$ cat src/qba_pkg.sv
`default_nettype none
package qba_pkg;
	// ==========================================================
	// widths
	localparam int LEN_W = 14;
	localparam int ADJ_W = 15;
	localparam int SZ_W = 18;
	localparam int BYTES_W = 28;
	localparam int AMT_W = 7;
	localparam int PCT_W = 7;
	localparam int STAT_W = 32;
	localparam int LEAK_W = 16;

	// ==========================================================
	// legal ranges of the settings and the kilobyte scale
	localparam logic [SZ_W-1:0] BURST_MIN = 18'h00001;
	localparam logic [SZ_W-1:0] BURST_MAX = 18'h036b0; // 14000
	localparam logic [SZ_W-1:0] BUF_MAX = 18'h20000; // 131072
	localparam logic [PCT_W-1:0] PCT_MAX = 7'h64; // 100 percent
	localparam logic [AMT_W-1:0] ADD_MAX = 7'h20; // 32 bytes
	localparam logic [AMT_W-1:0] SUB_MAX = 7'h40; // 64 bytes
	localparam logic [BYTES_W-1:0] KB_BYTES = 28'h00003e8; // 1000

	// ==========================================================
	// values after reset, all in bytes except the percentage
	localparam logic [BYTES_W-1:0] BURST_SYS_RST = 28'h0002710;
	localparam logic [BYTES_W-1:0] CBS_RST = 28'h0000000;
	localparam logic [BYTES_W-1:0] MBS_RST = 28'h000fa00;
	localparam logic [PCT_W-1:0] HP_PCT_RST = 7'h0a;
	localparam logic [AMT_W-1:0] ADJ_AMT_RST = 7'h00;

	// ==========================================================
	// burst threshold commands
	typedef enum logic [1:0] {
		BURST_SET_POLICY,
		BURST_SET_INST,
		BURST_CLR_POLICY,
		BURST_CLR_INST
	} burst_op_t;

	// ==========================================================
	// helpers
	// kilobyte settings become bytes so every compare after the range checks sees one unit
	function automatic logic [BYTES_W-1:0] to_bytes(input logic [SZ_W-1:0] v,
		input logic in_bytes);
		logic [BYTES_W-1:0] w;
		w = {{(BYTES_W-SZ_W){1'b0}}, v};
		return in_bytes ? w : BYTES_W'(w * KB_BYTES);
	endfunction

	// subtract clamps at zero so counters never take a negative step
	function automatic logic [ADJ_W-1:0] adjust_len(input logic [LEN_W-1:0] len,
		input logic sub, input logic [AMT_W-1:0] amt);
		logic [ADJ_W-1:0] l;
		logic [ADJ_W-1:0] a;
		l = {1'b0, len};
		a = {{(ADJ_W-AMT_W){1'b0}}, amt};
		if (sub) begin
			return (l > a) ? ADJ_W'(l - a) : '0;
		end
		return ADJ_W'(l + a);
	endfunction
endpackage
`default_nettype wire

$ cat src/size_adj_if.sv
`default_nettype none
interface size_adj_if;
	import qba_pkg::*;
	// ==========================================================
	// adjustment setting plus arrival and drain lengths
	logic sub_sel;
	logic [AMT_W-1:0] amount;
	logic [LEN_W-1:0] arr_len;
	logic [LEN_W-1:0] drn_len;
	logic [ADJ_W-1:0] arr_adj;
	logic [ADJ_W-1:0] drn_adj;
	modport user (output sub_sel, output amount, output arr_len, output drn_len,
		input arr_adj, input drn_adj);
	modport unit (input sub_sel, input amount, input arr_len, input drn_len,
		output arr_adj, output drn_adj);
endinterface
`default_nettype wire

$ cat src/packet_size_adjust.sv
`default_nettype none
module packet_size_adjust
	import qba_pkg::*;
(
	size_adj_if.unit sa
);
	// ==========================================================
	// accounting lengths; the frame itself is never touched
	assign sa.arr_adj = adjust_len(sa.arr_len, sa.sub_sel, sa.amount);
	assign sa.drn_adj = adjust_len(sa.drn_len, sa.sub_sel, sa.amount);
endmodule
`default_nettype wire

$ cat src/queue_buffer_admission_shaping.sv
// Functional notes
// - burst threshold is shaping bucket fill level
// - burst size 1..14000, kilobytes unless bytes
// - instance clear uses policy; policy clear uses default
// - reserved size 0..131072 kilobytes
// - reject changes leaving reserved above maximum
// - oversubscribed pool may refuse below reserved
// - high-priority-only share 0..100 percent
// - high-priority reserve only on ingress queues
// - above maximum, discard until drained
// - maximum 0..131072; zero discards everything
// - congestion grants follow drop slope decision
// - adjustment changes accounting length only
// - adjusted length feeds buckets, rates, statistics
// - port scheduler uses true wire length
// - add 0..32 or subtract 0..64, one direction
// - wire accounting caps rate, adjustment stays; the code only reports it on wire_cap_out
`default_nettype none
module queue_buffer_admission_shaping
	import qba_pkg::*;
(
	input wire logic core_clk_in,
	input wire logic rst_b_in,
	input wire logic burst_wr_in,
	input wire burst_op_t burst_op_in,
	input wire logic [SZ_W-1:0] burst_size_in,
	input wire logic burst_in_bytes_in,
	input wire logic cbs_wr_in,
	input wire logic [SZ_W-1:0] cbs_kb_in,
	input wire logic mbs_wr_in,
	input wire logic [SZ_W-1:0] mbs_size_in,
	input wire logic mbs_in_bytes_in,
	input wire logic hp_wr_in,
	input wire logic [PCT_W-1:0] hp_pct_in,
	input wire logic adj_wr_in,
	input wire logic adj_sub_in,
	input wire logic [AMT_W-1:0] adj_amount_in,
	input wire logic ingress_queue_in,
	input wire logic wire_acct_en_in,
	input wire logic pool_oversub_in,
	input wire logic pkt_valid_in,
	input wire logic [LEN_W-1:0] pkt_len_in,
	input wire logic pkt_high_prio_in,
	input wire logic red_grant_in,
	input wire logic drain_valid_in,
	input wire logic [LEN_W-1:0] drain_len_in,
	input wire logic [LEAK_W-1:0] shape_leak_in,
	output logic cfg_err_out,
	output logic pkt_done_out,
	output logic pkt_accept_out,
	output logic pkt_drop_out,
	output logic [ADJ_W-1:0] pkt_acct_len_out,
	output logic tx_done_out,
	output logic [ADJ_W-1:0] tx_acct_len_out,
	output logic [LEN_W-1:0] tx_wire_len_out,
	output logic shape_open_out,
	output logic [BYTES_W-1:0] burst_bytes_out,
	output logic [BYTES_W-1:0] occupancy_out,
	output logic [STAT_W-1:0] stat_bytes_out,
	output logic wire_cap_out
);
	// ==========================================================
	// state
	logic [BYTES_W-1:0] pol_burst_q, inst_burst_q, burst_q, cbs_q, mbs_q, lp_limit_q;
	logic [BYTES_W-1:0] occ_q, bucket_q;
	logic [PCT_W-1:0] hp_q;
	logic [AMT_W-1:0] adj_amt_q;
	logic [STAT_W-1:0] stat_q;
	logic [ADJ_W-1:0] pkt_acct_q, tx_acct_q;
	logic [LEN_W-1:0] tx_wire_q;
	logic inst_valid_q, adj_sub_q, cfg_err_q, pkt_done_q, pkt_accept_q, pkt_drop_q;
	logic tx_done_q, shape_open_q, wire_cap_q;

	size_adj_if sa ();

	// ==========================================================
	// accounting length unit
	assign sa.sub_sel = adj_sub_q;
	assign sa.amount = adj_amt_q;
	assign sa.arr_len = pkt_len_in;
	assign sa.drn_len = drain_len_in;

	packet_size_adjust packet_size_adjust_inst (.sa(sa.unit));

	// ==========================================================
	// configuration checks
	logic burst_set, burst_bad, cbs_range_bad, mbs_range_bad, rel_bad, hp_bad, adj_bad;
	logic [BYTES_W-1:0] burst_cand, cbs_cand, mbs_cand;

	// both buffer limits are compared as bytes against the candidate pair
	always_comb begin
		burst_set = (burst_op_in == BURST_SET_POLICY) || (burst_op_in == BURST_SET_INST);
		burst_bad = burst_wr_in && burst_set &&
			((burst_size_in < BURST_MIN) || (burst_size_in > BURST_MAX));
		burst_cand = to_bytes(burst_size_in, burst_in_bytes_in);
		cbs_range_bad = cbs_wr_in && (cbs_kb_in > BUF_MAX);
		mbs_range_bad = mbs_wr_in && (mbs_size_in > BUF_MAX);
		cbs_cand = cbs_wr_in ? to_bytes(cbs_kb_in, 1'b0) : cbs_q;
		mbs_cand = mbs_wr_in ? to_bytes(mbs_size_in, mbs_in_bytes_in) : mbs_q;
		rel_bad = (cbs_wr_in || mbs_wr_in) && (cbs_cand > mbs_cand);
		hp_bad = hp_wr_in && (hp_pct_in > PCT_MAX);
		adj_bad = adj_wr_in && (adj_sub_in ? (adj_amount_in > SUB_MAX) :
			(adj_amount_in > ADD_MAX));
	end

	// one pulse per rejected write cycle; a rejected write stores nothing
	always_ff @(posedge core_clk_in) begin
		if (!rst_b_in) begin
			cfg_err_q <= 1'b0;
		end else begin
			cfg_err_q <= burst_bad || cbs_range_bad || mbs_range_bad || rel_bad ||
				hp_bad || adj_bad;
		end
	end

	// ==========================================================
	// burst threshold: policy value, instance override, system default
	always_ff @(posedge core_clk_in) begin
		if (!rst_b_in) begin
			pol_burst_q <= BURST_SYS_RST;
			inst_burst_q <= BURST_SYS_RST;
			inst_valid_q <= 1'b0;
		end else if (burst_wr_in && !burst_bad) begin
			unique case (burst_op_in)
				BURST_SET_POLICY: pol_burst_q <= burst_cand;
				BURST_SET_INST: begin
					inst_burst_q <= burst_cand;
					inst_valid_q <= 1'b1;
				end
				BURST_CLR_POLICY: pol_burst_q <= BURST_SYS_RST;
				BURST_CLR_INST: inst_valid_q <= 1'b0;
			endcase
		end
	end

	// effective threshold, the override wins while present
	always_ff @(posedge core_clk_in) begin
		if (!rst_b_in) begin
			burst_q <= BURST_SYS_RST;
		end else begin
			burst_q <= inst_valid_q ? inst_burst_q : pol_burst_q;
		end
	end

	// ==========================================================
	// buffer limits; a pair that breaks the order is dropped whole
	always_ff @(posedge core_clk_in) begin
		if (!rst_b_in) begin
			cbs_q <= CBS_RST;
			mbs_q <= MBS_RST;
		end else if (!rel_bad && !cbs_range_bad && !mbs_range_bad) begin
			if (cbs_wr_in) begin
				cbs_q <= cbs_cand;
			end
			if (mbs_wr_in) begin
				mbs_q <= mbs_cand;
			end
		end
	end

	// high-priority share and the limit left for other packets
	logic [BYTES_W+PCT_W-1:0] hp_prod;
	logic [BYTES_W-1:0] hp_share;

	// division is costly, so the limit is refreshed one cycle late
	always_comb begin
		hp_prod = {{PCT_W{1'b0}}, mbs_q} * {{BYTES_W{1'b0}}, hp_q};
		hp_share = BYTES_W'(hp_prod / {{BYTES_W{1'b0}}, PCT_MAX});
	end

	always_ff @(posedge core_clk_in) begin
		if (!rst_b_in) begin
			hp_q <= HP_PCT_RST;
			lp_limit_q <= '0;
		end else begin
			if (hp_wr_in && !hp_bad) begin
				hp_q <= hp_pct_in;
			end
			lp_limit_q <= mbs_q - hp_share;
		end
	end

	// size adjustment setting, direction and amount written together
	always_ff @(posedge core_clk_in) begin
		if (!rst_b_in) begin
			adj_sub_q <= 1'b0;
			adj_amt_q <= ADJ_AMT_RST;
		end else if (adj_wr_in && !adj_bad) begin
			adj_sub_q <= adj_sub_in;
			adj_amt_q <= adj_amount_in;
		end
	end

	// ==========================================================
	// admission decision
	logic within_mbs, hp_block, reserved_ok, accept;

	always_comb begin
		within_mbs = (mbs_q != '0) && (occ_q <= mbs_q);
		hp_block = ingress_queue_in && !pkt_high_prio_in && (occ_q > lp_limit_q);
		reserved_ok = (occ_q < cbs_q) && !pool_oversub_in;
		accept = within_mbs && !hp_block && (reserved_ok || red_grant_in);
	end

	always_ff @(posedge core_clk_in) begin
		if (!rst_b_in) begin
			pkt_done_q <= 1'b0;
			pkt_accept_q <= 1'b0;
			pkt_drop_q <= 1'b0;
			pkt_acct_q <= '0;
		end else begin
			pkt_done_q <= pkt_valid_in;
			pkt_accept_q <= pkt_valid_in && accept;
			pkt_drop_q <= pkt_valid_in && !accept;
			if (pkt_valid_in) begin
				pkt_acct_q <= sa.arr_adj;
			end
		end
	end

	// ==========================================================
	// occupancy in true bytes, floored so a stray drain cannot wrap
	logic [BYTES_W-1:0] occ_add, occ_sum, occ_sub;

	always_comb begin
		occ_add = (pkt_valid_in && accept) ? {{(BYTES_W-LEN_W){1'b0}}, pkt_len_in} : '0;
		occ_sub = drain_valid_in ? {{(BYTES_W-LEN_W){1'b0}}, drain_len_in} : '0;
		occ_sum = BYTES_W'(occ_q + occ_add);
	end

	always_ff @(posedge core_clk_in) begin
		if (!rst_b_in) begin
			occ_q <= '0;
		end else begin
			occ_q <= (occ_sum > occ_sub) ? BYTES_W'(occ_sum - occ_sub) : '0;
		end
	end

	// ==========================================================
	// shaping bucket fills with adjusted drained bytes, leaks per cycle
	logic [BYTES_W-1:0] bkt_sum, bkt_leak, bkt_d;

	always_comb begin
		bkt_sum = BYTES_W'(bucket_q + (drain_valid_in ?
			{{(BYTES_W-ADJ_W){1'b0}}, sa.drn_adj} : '0));
		bkt_leak = {{(BYTES_W-LEAK_W){1'b0}}, shape_leak_in};
		bkt_d = (bkt_sum > bkt_leak) ? BYTES_W'(bkt_sum - bkt_leak) : '0;
	end

	always_ff @(posedge core_clk_in) begin
		if (!rst_b_in) begin
			bucket_q <= '0;
			shape_open_q <= 1'b0;
		end else begin
			bucket_q <= bkt_d;
			shape_open_q <= bkt_d < burst_q;
		end
	end

	// ==========================================================
	// transmit report: accounting length and untouched wire length
	always_ff @(posedge core_clk_in) begin
		if (!rst_b_in) begin
			tx_done_q <= 1'b0;
			tx_acct_q <= '0;
			tx_wire_q <= '0;
			wire_cap_q <= 1'b0;
		end else begin
			tx_done_q <= drain_valid_in;
			wire_cap_q <= wire_acct_en_in;
			if (drain_valid_in) begin
				tx_acct_q <= sa.drn_adj;
				tx_wire_q <= drain_len_in;
			end
		end
	end

	// accepted bytes counter, in adjusted length
	always_ff @(posedge core_clk_in) begin
		if (!rst_b_in) begin
			stat_q <= '0;
		end else if (pkt_valid_in && accept) begin
			stat_q <= STAT_W'(stat_q + {{(STAT_W-ADJ_W){1'b0}}, sa.arr_adj});
		end
	end

	// ==========================================================
	// outputs
	assign cfg_err_out = cfg_err_q;
	assign pkt_done_out = pkt_done_q;
	assign pkt_accept_out = pkt_accept_q;
	assign pkt_drop_out = pkt_drop_q;
	assign pkt_acct_len_out = pkt_acct_q;
	assign tx_done_out = tx_done_q;
	assign tx_acct_len_out = tx_acct_q;
	assign tx_wire_len_out = tx_wire_q;
	assign shape_open_out = shape_open_q;
	assign burst_bytes_out = burst_q;
	assign occupancy_out = occ_q;
	assign stat_bytes_out = stat_q;
	assign wire_cap_out = wire_cap_q;
endmodule
`default_nettype wire

$ cat config.mk
export PLATFORM = sky130hd
export DESIGN_NAME = queue_buffer_admission_shaping
export DESIGN_NICKNAME = d
export VERILOG_FILES = /design/src/qba_pkg.sv /design/src/size_adj_if.sv /design/src/packet_size_adjust.sv /design/src/queue_buffer_admission_shaping.sv
export SDC_FILE = /design/constraint.sdc
export NUM_CORES = 2
export LEC_CHECK = 0
export ABC_AREA = 1
export BUFFER_PORTS_ARGS = -buffer_cell sky130_fd_sc_hd__buf_2
export CORE_MARGIN = 1.5
export CORE_UTILIZATION = 50
export DETAILED_ROUTE_END_ITERATION = 10
export PLACE_DENSITY = 0.72
export SLEW_MARGIN = 20
export SYNTH_ARGS = -nofsm -noshare
export SYNTH_HDL_FRONTEND = slang
export SYNTH_SLANG_ARGS = --single-unit
export TNS_END_PERCENT = 30
$ cat constraint.sdc
create_clock -name core_clk_in -period 17.55 [get_ports core_clk_in]
set_input_delay 2.6325 -clock core_clk_in [delete_from_list [all_inputs] [get_ports core_clk_in]]
set_output_delay 2.6325 -clock core_clk_in [all_outputs]
set_load 0.05 [all_outputs]
**After elaboration in Yosys (flattened, before gate mapping)**

Cells that the tools add are included.

- Bits in registers: 323
- Bits in latches: 0
- Memory bits (writable): 0
- Bits in read-only memories: 0
- Bits of input ports: 131
- Memories: 0

- $add $sub $neg: 10
- Multipliers: 4
- Divide/modulo/power cells: 1
- Order comparisons: 16
- Equal/unequal tests: 3
- Shift-type cells: 0
- Multiplexer cells: 19
- Bitwise operators: 0
- Reduce and logical (&&, ||, !) cells: 49

Operator list:

| operator | number |
|---|---|
| $mux W28 | 6 |
| $mux W15 | 7 |
| $mul A18 B7 Y25 const B | 3 |
| $gt A28 B28 Y1 | 2 |
| $lt A28 B28 Y1 | 2 |
| $pmux W28 S2 | 1 |
| $gt A18 B18 Y1 const B | 2 |
| $div A35 B7 Y35 const B | 1 |
| $mul A28 B7 Y35 | 1 |
| $add A32 B15 Y32 | 1 |
| $add A14 B7 Y15 | 2 |
| $sub A14 B7 Y15 | 2 |
| $add A28 B14 Y28 | 1 |
| $add A28 B15 Y28 | 1 |
| $gt A14 B7 Y1 | 2 |
| $gt A28 B14 Y1 | 1 |
| $gt A28 B16 Y1 | 1 |
| $le A28 B28 Y1 | 1 |
| $mux W14 | 2 |
| $reduce_bool A28 Y1 | 1 |
| $sub A28 B14 Y28 | 1 |
| $sub A28 B16 Y28 | 1 |
| $sub A28 B28 Y28 | 1 |
| $logic_and A1 B1 Y1 | 20 |
| other kinds (13) | 39 |

**Depth between registers and ports, before layout**

- Word-level depth: 11
- Mapped depth: 211

**Cells and area by module**

From an unflattened synthesis, not the netlist that was laid out.

- Cells, all modules: 6018
- Area, all modules: 42181.7 µm²

By module, submodules not included:

| module | times used | cells an instance | area an instance (µm²) | sequential area each (µm²) |
|---|---|---|---|---|
| queue_buffer_admission_shaping | 1 | 5476 | 39220.1 | 6466.2 |
| packet_size_adjust | 1 | 542 | 2961.6 | 0.0 |

**Worst setup path before layout**

OpenSTA, ideal clock, no wires.

- Path type: register to register
- Start point: register hp_q[6]
- End point: register lp_limit_q[27]
- Data arrival time: 18.960 ns
- Data required time: 17.480 ns
- Slack: -1.480 ns
- Cell stages (with the launch flop): 186
- Clock period less this slack: 19.030 ns
- Cell sequence: dfxtp_1 clkbuf_1 clkbuf_1 nand2_1 fa_1 inv_1 fa_1 fa_1 inv_1 fa_1 inv_1 ha_1 nand2_1 inv_1 a21oi_2 nand2_1 a21oi_1 nand2_1 (+150 left out) nor2_1 o21ai_0 nand2_1 nand2_1 inv_1 o21ai_0 nand2_1 nand2_1 nand2_1 a21oi_1 o21ai_0 nand3_1 nand2_1 nand2_1 nand2_1 a21oi_1 o21ai_0 a21oi_1

- Word-level cells in the longest chain between the ends: 3

Ends and longest elaborated chain:

| item | RTL line | RTL |
|---|---|---|
| start, declared | queue_buffer_admission_shaping.sv:66 | `logic [PCT_W-1:0] hp_q;` |
| start signal, assigned | queue_buffer_admission_shaping.sv:177 | `hp_q <= hp_pct_in;` |
| $mul A28 B7 Y35 | queue_buffer_admission_shaping.sv:167 | `hp_prod = {{PCT_W{1'b0}}, mbs_q} * {{BYTES_W{1'b0}}, hp_q};` |
| $div A35 B7 Y35 | queue_buffer_admission_shaping.sv:168 | `hp_share = BYTES_W'(hp_prod / {{BYTES_W{1'b0}}, PCT_MAX});` |
| $sub A28 B28 Y28 | queue_buffer_admission_shaping.sv:179 | `lp_limit_q <= mbs_q - hp_share;` |
| end signal, assigned | queue_buffer_admission_shaping.sv:179 |  |
| end, declared | queue_buffer_admission_shaping.sv:64 | `logic [BYTES_W-1:0] pol_burst_q, inst_burst_q, burst_q, cbs_q, mbs_q, lp_limit_q;` |

Every way passes these cells.
A chain may end at the register's enable or synchronous reset.

**Worst setup path after layout**

- Start point: register hp_q[4]
- End point: register lp_limit_q[19]

The elaborated chain is that of the path after synthesis.

==> out/results.env <==
YS_WARN_COUNT=0
CORE_MM2=0.0833
GLOBAL_ROUTE.OVERFLOW_TOTAL=0
ROUTABILITYCONGESTION=0.986
SYNTH_TOP_AREA_CELL='ha_1'
WORST_SETUP_PATH_START_KIND='flip-flop'
STD_CELL_ROWS=106
DRV.MAX_CAP_VIOLATION_COUNT=0
CRITPATHARRIVALTIME_NS=21.01
LAYOUT-DRIVE-GT1-SHARE=0.231
SYNTH.LIB_CELLS_USED.DISTINCT=70
STATUS='finished with violations'
CRITICAL_PATH.MAX_FANOUT=8
CTS_TREE='done'
HOLD_PATH_CLASS='reg2reg'
FLOORPLAN.INITIALDENSITY=0.504
ANTENNA_VIOLATING_NETS_POST_ROUTE=0
MAX_SLEW_MARGIN=0.250
RSZ0062_AT_GRT='true'
CLK_PIN_SLEW_NS=0.07
GLOBAL_ROUTE.USAGE.TOTAL=0.289
WIRE_PER_INST_UM=16.6
R2R_START='hp_q[4]'
GRT_MAX_DEGREE=107
CHIPWIDTH_UM=293
CRITPATHMAXSTAGEDELAY_NS=0.58
POST-ROUTE-PERIOD-UTIL=1.17
YOSYS-TOP-CELLS-COUNT='nand2_1, inv_1, ha_1'
POSTSYNTHNETCOUNT=6826
SYNTH-EDFF-COUNT=0
ANTENNA_FOUND_INITIAL=11
DETAILEDROUTE.FIRSTPASSITERATIONCOUNT=6
WORST_R2R_PATH_DEPTH=182
SYNTHMOSTINSTANTIATEDCELL='nand2_1'
CTS-HOLD-FIX-BUFFERS=0
CLOCK_LATENCY_NS=0.56
PLACEMENT.SETUP.WORST_SLACK_NS=-2.71
DETAIL_ROUTE.ITER0.VIOLATIONS=3330
GRT_PASS1_VIAS=39600
GLOBALROUTE.BUSIESTLAYER='met2'
DIE_HEIGHT_UM=293
CLOCK_SKEW_NS=0.0223
YOSYSTOPAREACELLSHARE=0.156
TOP_LEVEL_PORTS=270
FLOW.AREA_GROWTH_FROM_SYNTHESIS_PCT=23.6
DOMINANTREGCELLSYNTH='dfxtp_1'
POSTSYNTHCELLCOUNT=5847
MET3_USAGE=0.0378
YS_ASYNC_SR_FRACTION=0
CLOCK-ROOT-BUFFER='clkbuf_16'
CTS_INSERTED_BUFFERS=37
CTS_MAX_PATH_BUFFERS=3
START_POINT_OF_THE_WORST_MIN_DELAY_PATH='cbs_q[2]'
FINAL.SETUP.WORST_SLACK_NS=-2.97
DRC=0
CAPTURING_ELEMENT_TYPE_OF_THE_CRITICAL_PATH='flip-flop'
SINK_COUNT=323
TIMING.CRITICAL_PATH.SLOWEST_STAGE_CELL='fa_1'
VIAS_CELL=5.35
CLOCK_TREE.HTREE_LEVEL_COUNT=2
CRITICALPATHCATEGORY='reg2reg'
FAILED_CHECKS='setup timing'
TOP_CELLS_BY_AREA_IN_THE_SYNTHESIZED_NETLIST='ha_1, fa_1, dfxtp_1'
FINAL_NET_COUNT=7517
REG2REG_TO='lp_limit_q[19]'
USE_MET2=0.475
SYNTH.YOSYS.SEQ_AREA_SHARE=0.154
TIGHTEST_SLEW_NS=1.13
SYN-MEAN-INSTANCE-AREA_UM2=7.18
DP_HPWL_UM=99300
SYNTH.CELL_AREA_MM2=0.0420
NUMPORTBUFFERS=269
FINALCRITICALPERIOD_NS=20.52
MET1_USAGE=0.400
SYNTH_SEQ_CELLS=323
CP_DATA_REQUIRED_TIME_NS=18.03
WORST_PATH_MOST_REPEATED_CELL='nand2_4'
SLEW_VIOLATIONS=0
MAX_FREQ_MHz=48.7
HOLD_END='cbs_q[2]'
NUM_VIAS=41000
REG2REG_SLACK_NS=-2.97
GRT_FIRST_PASS_WIRELENGTH_UM=202000
HOLD_PATH_DEPTH=2
OVERALL_DIE_AREA_MM2=0.0857
FINALHOLDVIOLCOUNT=0
SETUP_VIOL=23
ROUTE.FINAL.WIRE_LENGTH_UM=127000
metrics by stage:
step	TNS [ns]	area (um2)	utilization	std cells	hold WS [ns]
floorplan	-3.85	42400	-	5847	0.429
global placement	-22.79	47400	0.569	7408	0.438
detailed placement	-35.09	47400	0.569	7408	0.443
CTS	-30.85	50600	0.607	7596	0.459
global route	-83.81	51800	0.622	7650	0.470
finish	-47.17	51800	0.623	7654	0.457
cell families (layout without fill, tap and decap cells):
kind of cell             after synthesis  after routing  synth area share
other                                  0             12                 0
flip-flops                           323            323             0.154
AND/OR/NAND/NOR                     2278           2278             0.254
buffers and inverters               1231           1946             0.112
adder cells (fa/ha/maj)              848            848             0.311
XOR/XNOR                             180            180            0.0376
AO/OA/AOI/OAI                        987            987             0.131
layer usage:
| layer | wire length (um) | vias to the layer above |
|---|---|---|
| li1 | - | 20100 |
| met4 | 3430 | 2 |
| met1 | 56300 | 19300 |
| met5 | 13 | - |
| met2 | 58100 | 1332 |
| met3 | 9390 | 221 |
cells in the final DEF (no fill, tap or decap), drive strengths merged, types with 57 or more instances in the layout:
master	instances
nand2	1271
inv	1065
buf	803
ha	523
nor2	520
a21oi	426
o21ai	367
fa	325
dfxtp	323
nand3	258
xor2	123
nand4	100
nor3	78
xnor2	57
worst max path at each step:
stage	endpoint	depth (start not counted)	slack, ns	from
6_report	lp_limit_q[19]	182	-2.97	hp_q[4]
5_1_grt	lp_limit_q[26]	186	-4.50	hp_q[4]
4_1_cts	lp_limit_q[26]	186	-2.15	hp_q[6]
3_5_place_dp	lp_limit_q[27]	185	-2.71	hp_q[3]
3_3_place_gp	lp_limit_q[27]	184	-2.13	hp_q[6]
2_1_floorplan	lp_limit_q[26]	199	-0.77	hp_q[6]
layout make-up:
cell class | count | area [um2]
Timing Repair Buffer | 804 | 5630
Multi-Input combinational cell | 4293 | 32900
Antenna cell | 12 | 30.0
Inverter | 1079 | 4150
Clock buffer | 51 | 1090
Clock inverter | 12 | 171
Sequential cell | 323 | 6500
Tap cell | 1080 | 1350
Fill cell | 7224 | 31400
worst max-delay path, delay by kind of cell (launching register included):
family	cells	cell delay, ns
simple gates	138	13.20
buf+inv	26	2.48
fa+ha+maj	6	2.47
compound gates	12	1.90
flops	1	0.37
registers in the layout, summed over array words and instances (netlist names), 7 cells and up:
| register | cells |
|---|---|
| stat_bytes_out | 32 |
| adj_amt_q | 7 |
| tx_acct_len_out | 15 |
| bucket_q | 28 |
| burst_bytes_out | 28 |
| lp_limit_q | 28 |
| pkt_acct_len_out | 15 |
| hp_q | 7 |
| mbs_q | 28 |
| cbs_q | 28 |
| occupancy_out | 28 |
| inst_burst_q | 28 |
| tx_wire_len_out | 14 |
| pol_burst_q | 28 |
timing repair:
item	CTS	global route
gates resized for setup	245	214
buffers inserted	125	44
pin swaps	171	174
gates cloned	1	1
endpoints found under the setup margin	23	28
Power is not shown: default switching activity piles up to over one toggle a cycle in this logic, so the estimate is an artifact.
